`config.mk`:
```
export PLATFORM = sky130hd
export DESIGN_NAME = spdr_core
export DESIGN_NICKNAME = d
export VERILOG_FILES = /design/src/verilog/spdr_pkg.sv /design/src/verilog/spdr_core.sv
export SDC_FILE = /design/constraint.sdc
export NUM_CORES = 1
export LEC_CHECK = 0
export BUFFER_PORTS_ARGS = -buffer_cell sky130_fd_sc_hd__buf_2
export CORE_MARGIN = 1
export CORE_UTILIZATION = 43
export CTS_CLUSTER_SIZE = 30
export DETAILED_ROUTE_END_ITERATION = 8
export PLACE_DENSITY = 0.64
export RECOVER_POWER = 50
export SLEW_MARGIN = 10
export SYNTH_ARGS = -nofsm -noshare
export SYNTH_HDL_FRONTEND = slang
export SYNTH_SLANG_ARGS = --single-unit
```
`constraint.sdc`:
```
create_clock -name clk_sys -period 5.2 [get_ports clk_sys]
set_input_delay 0.52 -clock clk_sys [delete_from_list [all_inputs] [get_ports clk_sys]]
set_output_delay 0.52 -clock clk_sys [all_outputs]
set_load 0.01 [all_outputs]
```
`src/verilog/spdr_pkg.sv`:
```
// constants for the serial port data buffers and rate generator
package spdr_pkg;
   // register byte addresses
   localparam logic [7:0] SPDR_ADDR_RXDATA = 8'h00;
   localparam logic [7:0] SPDR_ADDR_TXDATA = 8'h04;
   localparam logic [7:0] SPDR_ADDR_DIVLO = 8'h08;
   localparam logic [7:0] SPDR_ADDR_DIVHI = 8'h0C;
   localparam logic [7:0] SPDR_ADDR_RXSTA = 8'h10;
   localparam logic [7:0] SPDR_ADDR_TXSTA = 8'h14;
   localparam logic [7:0] SPDR_ADDR_RATE = 8'h18;
   // receive status and control fields
   localparam int SPDR_RX_SPEN = 7;
   localparam int SPDR_RX_RX9 = 6;
   localparam int SPDR_RX_CREN = 4;
   localparam int SPDR_RX_FERR = 2;
   localparam int SPDR_RX_OERR = 1;
   localparam int SPDR_RX_NINTH = 0;
   localparam logic [7:0] SPDR_RX_WMASK = 8'hF8;
   // transmit status and control fields
   localparam int SPDR_TX_TX9 = 6;
   localparam int SPDR_TX_TXEN = 5;
   localparam int SPDR_TX_SYNC = 4;
   localparam int SPDR_TX_FAST_RATE_SELECT = 2;
   localparam int SPDR_TX_TRMT = 1;
   localparam logic [7:0] SPDR_TX_WMASK = 8'hFD;
   // rate control fields
   localparam int SPDR_RC_IDLE = 6;
   localparam int SPDR_RC_WIDE = 3;
   localparam logic [7:0] SPDR_RC_WMASK = 8'h08;
   // reset values
   localparam logic [7:0] SPDR_RST_BYTE = 8'h00;
   // divide factors as shifts: 64, 16 and 4
   localparam logic [2:0] SPDR_SH_64 = 3'h6;
   localparam logic [2:0] SPDR_SH_16 = 3'h4;
   localparam logic [2:0] SPDR_SH_4 = 3'h2;
   localparam logic [3:0] SPDR_BITS8 = 4'h8;
   localparam logic [3:0] SPDR_BITS9 = 4'h9;
   localparam int SPDR_PW = 23;
   localparam int SPDR_BUFW = 10;

   typedef enum logic [3:0] {
      PH_IDLE = 4'b0001,
      PH_START = 4'b0010,
      PH_DATA = 4'b0100,
      PH_STOP = 4'b1000
   } spdr_phase_t;

   typedef struct packed {
      logic [7:0] txData;
      logic txFull;
      logic [7:0] divLo;
      logic [7:0] divHi;
      logic [7:0] rxSta;
      logic [7:0] txSta;
      logic [7:0] rateCtl;
      logic ferr;
      logic oerr;
      logic [1:0][SPDR_BUFW-1:0] bufMem;
      logic bufWr;
      logic bufRd;
      logic [1:0] bufCnt;
      logic [SPDR_PW-1:0] brgCnt;
      logic [SPDR_PW-1:0] rxCnt;
      spdr_phase_t txPh;
      spdr_phase_t rxPh;
      logic [8:0] txShift;
      logic [3:0] txBits;
      logic [8:0] rxShift;
      logic [3:0] rxBits;
      logic [2:0] pinSync;
      logic rxLevel;
      logic txPin;
      logic [31:0] prdata;
      logic pready;
      logic pslverr;
   } spdr_state_t;
endpackage

```
`src/verilog/spdr_core.sv`:
```
// serial port data buffers, rate generator and apb register file
//
// Design decisions made here: the APB interface to the registers and the register addresses.
`timescale 1ns/10ps
`default_nettype none
module spdr_core (
   // clock and reset
   input wire logic clk_sys,
   input wire logic nrst,
   // apb slave
   input wire logic psel,
   input wire logic penable,
   input wire logic pwrite,
   input wire logic [7:0] paddr,
   input wire logic [31:0] pwdata,
   output logic [31:0] prdata,
   output logic pready,
   output logic pslverr,
   // serial line
   input wire logic rxPin,
   output logic txPin
);
   import spdr_pkg::*;

   spdr_state_t s_r;
   spdr_state_t s_nxt;

   logic wide;
   logic syncMode;
   logic [15:0] divisor;
   logic [2:0] shiftAmt;
   logic [SPDR_PW-1:0] periodLen;
   logic [SPDR_PW-1:0] periodBase;
   logic access;
   logic bitTick;
   logic [3:0] txLen;
   logic [3:0] rxLen;
   logic rxPush;
   logic [SPDR_BUFW-1:0] rxWord;
   logic bufPop;
   logic bufPush;
   logic [SPDR_BUFW-1:0] bufHead;
   logic spen;

   ////////////////////////////////////////////////////////////////
   // rate selection
   always_comb begin
      wide = s_r.rateCtl[SPDR_RC_WIDE];
      syncMode = s_r.txSta[SPDR_TX_SYNC];
      if (wide) begin
         divisor = {s_r.divHi, s_r.divLo};
      end else begin
         divisor = {8'h00, s_r.divLo};
      end
      if (syncMode) begin
         shiftAmt = SPDR_SH_4;
      end else if (s_r.txSta[SPDR_TX_FAST_RATE_SELECT]) begin
         shiftAmt = wide ? SPDR_SH_4 : SPDR_SH_16;
      end else begin
         shiftAmt = wide ? SPDR_SH_16 : SPDR_SH_64;
      end
      periodBase = {7'h00, divisor} + 23'h000001;
      // widest case 16 * 65536 still fits the counter
      periodLen = periodBase << shiftAmt;
   end

   ////////////////////////////////////////////////////////////////
   // next state
   always_comb begin
      s_nxt = s_r;
      spen = s_r.rxSta[SPDR_RX_SPEN];
      access = psel & penable & s_r.pready;
      bitTick = 1'b0;
      rxPush = 1'b0;
      rxWord = {SPDR_BUFW{1'b0}};
      bufPop = 1'b0;
      bufPush = 1'b0;
      bufHead = s_r.bufMem[s_r.bufRd];
      txLen = s_r.txSta[SPDR_TX_TX9] ? SPDR_BITS9 : SPDR_BITS8;
      rxLen = s_r.rxSta[SPDR_RX_RX9] ? SPDR_BITS9 : SPDR_BITS8;

      // pin synchroniser: a change counts once stages two and three agree
      s_nxt.pinSync = {s_r.pinSync[1:0], rxPin};
      if (s_r.pinSync[1] == s_r.pinSync[2]) begin
         s_nxt.rxLevel = s_r.pinSync[2];
      end

      // rate generator: one tick per bit period
      // compare is >= so a shorter period written mid-count still wraps at once
      if (s_r.brgCnt >= periodLen - 23'h000001) begin
         s_nxt.brgCnt = {SPDR_PW{1'b0}};
         bitTick = 1'b1;
      end else begin
         s_nxt.brgCnt = s_r.brgCnt + 23'h000001;
      end

      // transmitter
      unique case (s_r.txPh)
         PH_IDLE: begin
            s_nxt.txPin = 1'b1;
            if (bitTick && s_r.txFull && s_r.txSta[SPDR_TX_TXEN] && spen) begin
               s_nxt.txShift = {s_r.txSta[0], s_r.txData};
               // holding register frees as soon as the frame starts
               s_nxt.txFull = 1'b0;
               s_nxt.txBits = 4'h0;
               s_nxt.txPin = 1'b0;
               s_nxt.txPh = PH_START;
            end
         end
         PH_START: begin
            if (bitTick) begin
               s_nxt.txPin = s_r.txShift[0];
               s_nxt.txShift = {1'b0, s_r.txShift[8:1]};
               s_nxt.txBits = 4'h1;
               s_nxt.txPh = PH_DATA;
            end
         end
         PH_DATA: begin
            if (bitTick) begin
               if (s_r.txBits == txLen) begin
                  s_nxt.txPin = 1'b1;
                  s_nxt.txPh = PH_STOP;
               end else begin
                  s_nxt.txPin = s_r.txShift[0];
                  s_nxt.txShift = {1'b0, s_r.txShift[8:1]};
                  s_nxt.txBits = s_r.txBits + 4'h1;
               end
            end
         end
         PH_STOP: begin
            if (bitTick) begin
               s_nxt.txPh = PH_IDLE;
            end
         end
         default: begin
            s_nxt.txPh = PH_IDLE;
         end
      endcase

      // receiver: sample each bit at its middle
      // limitation: one sample per bit, no majority vote against line noise
      if (s_r.rxCnt != {SPDR_PW{1'b0}}) begin
         s_nxt.rxCnt = s_r.rxCnt - 23'h000001;
      end
      unique case (s_r.rxPh)
         PH_IDLE: begin
            if (!s_r.rxLevel && spen && s_r.rxSta[SPDR_RX_CREN]) begin
               s_nxt.rxCnt = periodLen >> 1;
               s_nxt.rxPh = PH_START;
            end
         end
         PH_START: begin
            if (s_r.rxCnt == {SPDR_PW{1'b0}}) begin
               s_nxt.rxCnt = periodLen - 23'h000001;
               s_nxt.rxBits = 4'h0;
               s_nxt.rxShift = 9'h000;
               // a glitch shorter than half a bit is not a start
               s_nxt.rxPh = s_r.rxLevel ? PH_IDLE : PH_DATA;
            end
         end
         PH_DATA: begin
            if (s_r.rxCnt == {SPDR_PW{1'b0}}) begin
               s_nxt.rxCnt = periodLen - 23'h000001;
               s_nxt.rxShift = {s_r.rxLevel, s_r.rxShift[8:1]};
               s_nxt.rxBits = s_r.rxBits + 4'h1;
               if (s_r.rxBits + 4'h1 == rxLen) begin
                  s_nxt.rxPh = PH_STOP;
               end
            end
         end
         PH_STOP: begin
            if (s_r.rxCnt == {SPDR_PW{1'b0}}) begin
               rxPush = 1'b1;
               // eight-bit frames arrive in the upper bits
               if (s_r.rxSta[SPDR_RX_RX9]) begin
                  rxWord = {~s_r.rxLevel, s_r.rxShift};
               end else begin
                  rxWord = {~s_r.rxLevel, 1'b0, s_r.rxShift[8:1]};
               end
               s_nxt.rxPh = PH_IDLE;
            end
         end
         default: begin
            s_nxt.rxPh = PH_IDLE;
         end
      endcase

      // apb answer one cycle after the access phase begins
      // a fixed wait state keeps read data registered at the cost of one cycle
      s_nxt.pready = psel & penable & ~s_r.pready;
      s_nxt.pslverr = 1'b0;
      if (psel && penable && !s_r.pready) begin
         s_nxt.prdata = 32'h00000000;
         unique case (paddr)
            SPDR_ADDR_RXDATA: begin
               if (!pwrite) begin
                  s_nxt.prdata = {24'h000000, bufHead[7:0]};
               end
            end
            SPDR_ADDR_TXDATA: begin
               s_nxt.prdata = {24'h000000, s_r.txData};
            end
            SPDR_ADDR_DIVLO: begin
               s_nxt.prdata = {24'h000000, s_r.divLo};
            end
            SPDR_ADDR_DIVHI: begin
               s_nxt.prdata = {24'h000000, s_r.divHi};
            end
            SPDR_ADDR_RXSTA: begin
               s_nxt.prdata[7:0] = s_r.rxSta & SPDR_RX_WMASK;
               s_nxt.prdata[SPDR_RX_FERR] = bufHead[9];
               s_nxt.prdata[SPDR_RX_OERR] = s_r.oerr;
               s_nxt.prdata[SPDR_RX_NINTH] = bufHead[8];
            end
            SPDR_ADDR_TXSTA: begin
               s_nxt.prdata[7:0] = s_r.txSta & SPDR_TX_WMASK;
               s_nxt.prdata[SPDR_TX_TRMT] = (s_r.txPh == PH_IDLE);
            end
            SPDR_ADDR_RATE: begin
               s_nxt.prdata[7:0] = s_r.rateCtl & SPDR_RC_WMASK;
               s_nxt.prdata[SPDR_RC_IDLE] = (s_r.rxPh == PH_IDLE);
            end
            default: begin
               s_nxt.pslverr = 1'b1;
            end
         endcase
      end

      // register writes take effect on the completing edge
      if (access && pwrite) begin
         unique case (paddr)
            SPDR_ADDR_TXDATA: begin
               s_nxt.txData = pwdata[7:0];
               s_nxt.txFull = 1'b1;
            end
            SPDR_ADDR_DIVLO: begin
               s_nxt.divLo = pwdata[7:0];
               s_nxt.brgCnt = {SPDR_PW{1'b0}};
            end
            SPDR_ADDR_DIVHI: begin
               s_nxt.divHi = pwdata[7:0];
               s_nxt.brgCnt = {SPDR_PW{1'b0}};
            end
            SPDR_ADDR_RXSTA: begin
               s_nxt.rxSta = pwdata[7:0] & SPDR_RX_WMASK;
               // dropping continuous receive clears the overrun
               if (!pwdata[SPDR_RX_CREN]) begin
                  s_nxt.oerr = 1'b0;
               end
            end
            SPDR_ADDR_TXSTA: begin
               s_nxt.txSta = pwdata[7:0] & SPDR_TX_WMASK;
            end
            SPDR_ADDR_RATE: begin
               s_nxt.rateCtl = pwdata[7:0] & SPDR_RC_WMASK;
            end
            default: begin
            end
         endcase
      end

      // two-entry receive buffer
      bufPop = access && !pwrite && (paddr == SPDR_ADDR_RXDATA) && (s_r.bufCnt != 2'h0);
      bufPush = rxPush && (s_r.bufCnt != 2'h2 || bufPop);
      if (bufPush) begin
         s_nxt.bufMem[s_r.bufWr] = rxWord;
         s_nxt.bufWr = ~s_r.bufWr;
      end
      if (bufPop) begin
         s_nxt.bufRd = ~s_r.bufRd;
      end
      s_nxt.bufCnt = s_r.bufCnt + {1'b0, bufPush} - {1'b0, bufPop};
      // overrun set wins over a clear in the same cycle
      if (rxPush && !bufPush) begin
         s_nxt.oerr = 1'b1;
      end

      // port disabled: hold engines idle, line at rest
      if (!spen) begin
         s_nxt.txPh = PH_IDLE;
         s_nxt.rxPh = PH_IDLE;
         s_nxt.txPin = 1'b1;
      end
   end

   ////////////////////////////////////////////////////////////////
   // state register
   always_ff @(posedge clk_sys or negedge nrst) begin
      if (!nrst) begin
         s_r.txData <= SPDR_RST_BYTE;
         s_r.txFull <= 1'b0;
         s_r.divLo <= SPDR_RST_BYTE;
         s_r.divHi <= SPDR_RST_BYTE;
         s_r.rxSta <= SPDR_RST_BYTE;
         s_r.txSta <= SPDR_RST_BYTE;
         s_r.rateCtl <= SPDR_RST_BYTE;
         s_r.ferr <= 1'b0;
         s_r.oerr <= 1'b0;
         s_r.bufMem <= '0;
         s_r.bufWr <= 1'b0;
         s_r.bufRd <= 1'b0;
         s_r.bufCnt <= 2'h0;
         s_r.brgCnt <= '0;
         s_r.rxCnt <= '0;
         s_r.txPh <= PH_IDLE;
         s_r.rxPh <= PH_IDLE;
         s_r.txShift <= 9'h000;
         s_r.txBits <= 4'h0;
         s_r.rxShift <= 9'h000;
         s_r.rxBits <= 4'h0;
         s_r.pinSync <= 3'h7;
         s_r.rxLevel <= 1'b1;
         s_r.txPin <= 1'b1;
         s_r.prdata <= 32'h00000000;
         s_r.pready <= 1'b0;
         s_r.pslverr <= 1'b0;
      end else begin
         s_r <= s_nxt;
      end
   end

   assign prdata = s_r.prdata;
   assign pready = s_r.pready;
   assign pslverr = s_r.pslverr;
   assign txPin = s_r.txPin;
endmodule
`default_nettype wire

```
Word level (Yosys, flattened, before mapping)
Index checks and enable logic that the tools add are counted.

word-level totals
  logic and storage cells = 196
  bits in registers = 182
  output and inout port bits = 35
  bits of input ports = 46

cells by class
  multiplexer cells = 71
  $lt $le $gt $ge = 4
  add/sub/neg operators = 8
  equality and inequality tests = 36
  bitwise logic cells = 7
  reduce and logical (&&, ||, !) cells = 42
  shift-type cells = 1

operators with widths
  cell                     count
  $mux W23                 6
  $mux W13                 6
  $pmux W8 S7              1
  $mux W10                 5
  $mux W8                  6
  $pmux W23 S2             1
  $sub A23 B1 Y23 const B  2
  $mux W4                  11
  $mux W41                 1
  $pmux W13 S3             1
  $pmux W4 S4              2
  $ne A3 B3 Y1 const B     10
  $pmux W13 S2             1
  $eq A8 B5 Y1 const B     3
  $mux W24                 1
  $add A23 B1 Y23 const B  1
  $ge A23 B23 Y1           1
  $logic_not A23 Y1        1
  $reduce_bool A23 Y1      1
  $shl A17 B3 Y23          1
  $bwmux W20               1
  $mux W1                  19
  $add A16 B1 Y17 const B  1
  $eq A8 B4 Y1 const B     2
  other kinds (34)         84

Depth between registers and ports, before layout
  word-level depth = 14
  mapped depth = 22
  depth with buffers taken out = 19

Least setup slack after synthesis
No wires, ideal clock.

  path kind = register to register
  from = reg s_r[148] (netlist bit)
  to = reg s_r[53] (netlist bit)
  slack = 350 ps
  required time = 5117 ps
  clock period less this slack = 4850 ps
  cell stages (with the launch flop) = 21
  data arrival time = 4767 ps
  setup time = 83 ps
  buffers on the path = 3
  cells stage by stage = dfrtp_1 ha_1 nor2b_1 buf_2 buf_2 a222oi_1 nand3_1 or4_1 nor4_2 nand3_1 xor2_1 ha_1 a21o_1 a21o_1 a21oi_1 o221ai_1 a31o_2 nand2_1 clkbuf_1 nand2_1 o21ai_0

on the way
  cells in the longest elaborated chain, start to end = 12
  elaborated cells on any way between the ends = 17
  classes of those cells = 2 x add/sub; 1 x order compare; 3 x eq/ne; 1 x shift; 6 x mux; 4 x reduce/logical

ends and longest elaborated chain
  item                                                     line              source
  start: declaration                                       spdr_core.sv:25   spdr_state_t s_r;
  branches (longest 3 deep; another with $add A16 B1 Y17)  --
  $shl A17 B3 Y23 *                                        spdr_core.sv:64   periodLen = periodBase << shiftAmt;
  $sub A23 B1 Y23 *                                        spdr_core.sv:90   if (s_r.brgCnt >= periodLen - 23'h000001) begin
  $ge A23 B23 Y1 *                                         spdr_core.sv:90
  $mux W1 *                                                spdr_core.sv:90
  $logic_and A1 B1 Y1 (3 in series)                        spdr_core.sv:101  if (bitTick && s_r.txFull && s_r.txSta[SPDR_TX_TXEN] && spen) begin
  $ne A2 B2 Y1 (no line)                                   --
  $reduce_and A5 Y1 (no line) *                            --

Mark *: on every way between the ends.
A chain may end at the register's enable or synchronous reset.

Worst setup path after layout
  from = reg s_r[178] (netlist bit)
  to = reg s_r[52] (netlist bit)

on the way
  cells in the longest elaborated chain, start to end = 11
  elaborated cells on any way between the ends = 13
  classes of those cells = 2 x add/sub; 1 x order compare; 3 x eq/ne; 1 x shift; 2 x mux; 4 x reduce/logical

ends and longest elaborated chain
  item                               line              source
  $mux W16 *                         spdr_core.sv:50   if (wide) begin
  $add A16 B1 Y17 *                  spdr_core.sv:62   periodBase = {7'h00, divisor} + 23'h000001;
  $shl A17 B3 Y23 *                  spdr_core.sv:64
  $sub A23 B1 Y23 *                  spdr_core.sv:90
  $ge A23 B23 Y1 *                   spdr_core.sv:90
  $mux W1 *                          spdr_core.sv:90
  $logic_and A1 B1 Y1 (3 in series)  spdr_core.sv:101
  $ne A2 B2 Y1 (no line)             --
  $reduce_and A5 Y1 (no line) *      --

Every way passes the cells marked *; elsewhere a longest branch is shown, timed or not.

==> results.txt <==
Wirelength per Cell -> 17.3 um
Grt ovf -> 0
Commonest non-fill, non-tap cell in the layout -> dfrtp_1
RR Endpoint -> s_r[52]$_DFFE_PN0P_
Area of the core -> 22800 um^2
Number of global-route vias before repair -> 7712
Die footprint -> 24000 um^2
Final Max Slew Viols -> 159
Clock buffer count from CTS -> 17
Clock slew at reported path FFs -> 0.08 ns
Crit path max fanout -> 6
Synth area leaders -> dfrtp_1, mux2_2, xor2_1
Yosys synthesis warning count -> 0
First-pass GRT wire length -> 40300 um
Rel. slew slack -> -167%
Unrepaired setup endpoints after global routing -> false
Asr flop ratio synth -> 100%
Initial antenna violation count -> 0
Yosys top cell by area -> dfrtp_1
R2R depth -> 17
H-tree depth -> 4
Leakage -> 5.32 nW
Number of flops mapped to enable cells by yosys -> 0
Sequential element share of the synthesized area -> 39.4%
Outcome -> finished, violations left
Slew @ Worst Pin -> 4.01 ns
DRC viols -> 0
Final ANT Viol Nets -> 0
Startpoint types -> register
Ant diodes -> 0
Root buffer cell -> clkbuf_16
Failing checks -> max-capacitance violations, max-slew violations
Layout Skew -> 0.0160 ns
Crit end category -> register
Peak VDD IR -> 0.206 mV
Final Hold Viols -> 0
Final Cell Area -> 11500 um^2
Vias post-DR -> 8158
Routed WL -> 24900 um
Placed Instances -> 1403
Netlist cell types -> 79
Hpwl dp -> 18000 um
Reg2reg start -> s_r[178]$_DFFE_PN0P_
Crit path kind -> reg2reg
Layout cells sized above 1 -> 21.7%
Clock Sinks -> 158
Worst Hold Class -> in2reg
Drt initial violations -> 412
Prevailing post-synth register cell -> dfrtp_1
Final net count -> 1190
Die Wd -> 155 um
Crit path capture -> s_r[52]$_DFFE_PN0P_
Placed Area -> 10800 um^2
Setup TNS -> 0 ns
Latest clock arrival within the worst-skew pair -> 0.44 ns
CTS tree -> done
Area growth syn-to-layout -> 14.3%
Flops & latches, synth -> 158
IO Pins -> 81
Gpl congestion -> 0.903
Final count of negative-setup-slack endpoints -> 0
Syn Area/Cell -> 9.56 um^2
Final period util -> 95.6%
Max Clk Rate -> 201 MHz
Initial Util -> 44.1%
Mapped Area -> 10100 um^2
Die H -> 155 um
Mapped Cells -> 1051
DR vias/cell -> 5.68
R2R setup slack -> 0.23 ns
Hold Buf Count CTS -> 0
Launch point of the critical path -> s_r[178]$_DFFE_PN0P_
Drt pass-1 iters -> 5
Worst EP arrival -> 5.30 ns
Top-area cell type share of the netlist area -> 37.6%
Most frequent cells in the layout -> dfrtp_1, nand2_1, nor2_1
Post-route minimum period -> 4.97 ns
Critical Path RT -> 5.53 ns
IO Port Bufs -> 32
CTS Buffer Depth -> 2
Number of cells in the finished layout apart from fillers -> 1437
Pwr Total -> 3.27 mW
Power density cells -> 284 nW/um^2
Number of core rows -> 55
GRT Total Usage -> 21.2%
Largest net degree at the start of global routing -> 159
MaxCap Viol Count -> 1
## synth_stat cells, drive strengths merged (3+ instances only)
| cell type | number |
|---|---|
| a22oi | 10 |
| nor2b | 12 |
| a21oi | 18 |
| a211oi | 8 |
| nor3 | 23 |
| nor4b | 6 |
| xor2 | 50 |
| mux2 | 68 |
| nor2 | 86 |
| inv | 20 |
| nand2 | 95 |
| buf | 52 |
| a221oi | 9 |
| nand3 | 49 |
| o21ai | 57 |
| or3 | 6 |
| o211ai | 9 |
| and3 | 13 |
| o41ai | 3 |
| mux2i | 32 |
| dfrtp | 151 |
| nand2b | 8 |
| or4b | 4 |
| a22o | 16 |
| a31oi | 6 |
| and4 | 4 |
| clkbuf | 31 |
| or2 | 7 |
| or4 | 4 |
| and2 | 8 |
| o22ai | 6 |
| nand4 | 15 |
| xnor2 | 33 |
| ha | 33 |
| dfstp | 7 |
| nand3b | 8 |
| nor4 | 17 |
| a21o | 12 |
| nor3b | 6 |
| o221ai | 13 |
## how the worst min path moves through the flow
stage / start / endpoint / cells past startpoint
2_1_floorplan: nrst / prdata[0]$_DFFE_PN0P_ / 0
3_5_place_dp: s_nxt[37]$_DFF_PN1_ / s_nxt[38]$_DFF_PN1_ / 0
4_1_cts: rxPin / s_nxt[37]$_DFF_PN1_ / 1
3_3_place_gp: s_nxt[37]$_DFF_PN1_ / s_nxt[38]$_DFF_PN1_ / 0
6_report: rxPin / s_nxt[37]$_DFF_PN1_ / 1
5_1_grt: rxPin / s_nxt[37]$_DFF_PN1_ / 1
## through the flow
step                setup WS, ns  hold WS (ns)  utilization (%)
detailed placement       -0.0116         0.348             47.3
floorplan                  0.350         0.224                -
global placement          0.0150         0.347             47.3
CTS                       0.0812         0.164             50.1
finish                     0.229         0.176             50.4
global route              0.0171         0.153             50.4
## worst max-delay path: stages, from the launching register on
cell      delay (ns)
dfrtp_1         0.48
ha_1            0.23
nand3_1         0.15
nor4_2          0.44
xor2_1          0.14
a31oi_1         0.21
o221ai_1        0.18
or4b_4          0.54
or4b_1          0.49
xor2_1          0.19
ha_1            0.35
nand4_1         0.13
or2_2           0.37
o221ai_4        0.29
a31o_4          0.20
nand2_2         0.11
buf_4           0.15
a32o_1          0.19
## registers in the layout, summed over array words and instances (netlist names)
register / count
pready: 1
s_nxt: 2
txPin: 1
pslverr: 1
prdata: 8
s_r: 145
## power by group
group / total [mW] / switching, mW / internal, mW
Clock: 1.28 / 0.629 / 0.655
Sequential: 1.45 / 0.111 / 1.34
Combinational: 0.533 / 0.300 / 0.233
Total: 3.27 / 1.04 / 2.23
## per-layer routing
layer / global-route usage (%) / wire length [um]
met3: 3.51 / 1110
met5: 0 / 0
met4: 7.54 / 605
met2: 34.3 / 11500
met1: 28.7 / 11700
## cells by family (layout without fill, tap and decap cells)
logic type                 count (synthesis)  count (layout)  share of synthesized area [%]
DFF                                      158             158                           39.4
adders and majority gates                 34              34                           4.21
AOI/OAI and AO/OA                        194             195                           13.3
muxes                                    100             100                           10.8
other                                      1              24                         0.0373
xor gates and xnor gates                  83              83                           7.23
and+or+nand+nor                          378             378                           19.6
buffers and inverters                    103             152                           5.33
## area by class of cell
cell class | instances | area (um^2)
multi-input combinational | 814 | 5750
sequential | 158 | 3960
clock buffer | 17 | 425
tap | 313 | 392
inverter | 20 | 75.1
fill | 2098 | 11300
timing repair buffer | 100 | 698
clock inverter | 15 | 188
## what timing repair did
| action | CTS | global route |
|---|---|---|
| endpoints found under the setup margin | 13 | 39 |
| buffers inserted | 0 | 1 |
| cloned | 0 | 1 |
| pin swaps | 0 | 7 |
| gates resized for setup | 1 | 16 |
Note: power is estimated with default switching activity, not from simulation.
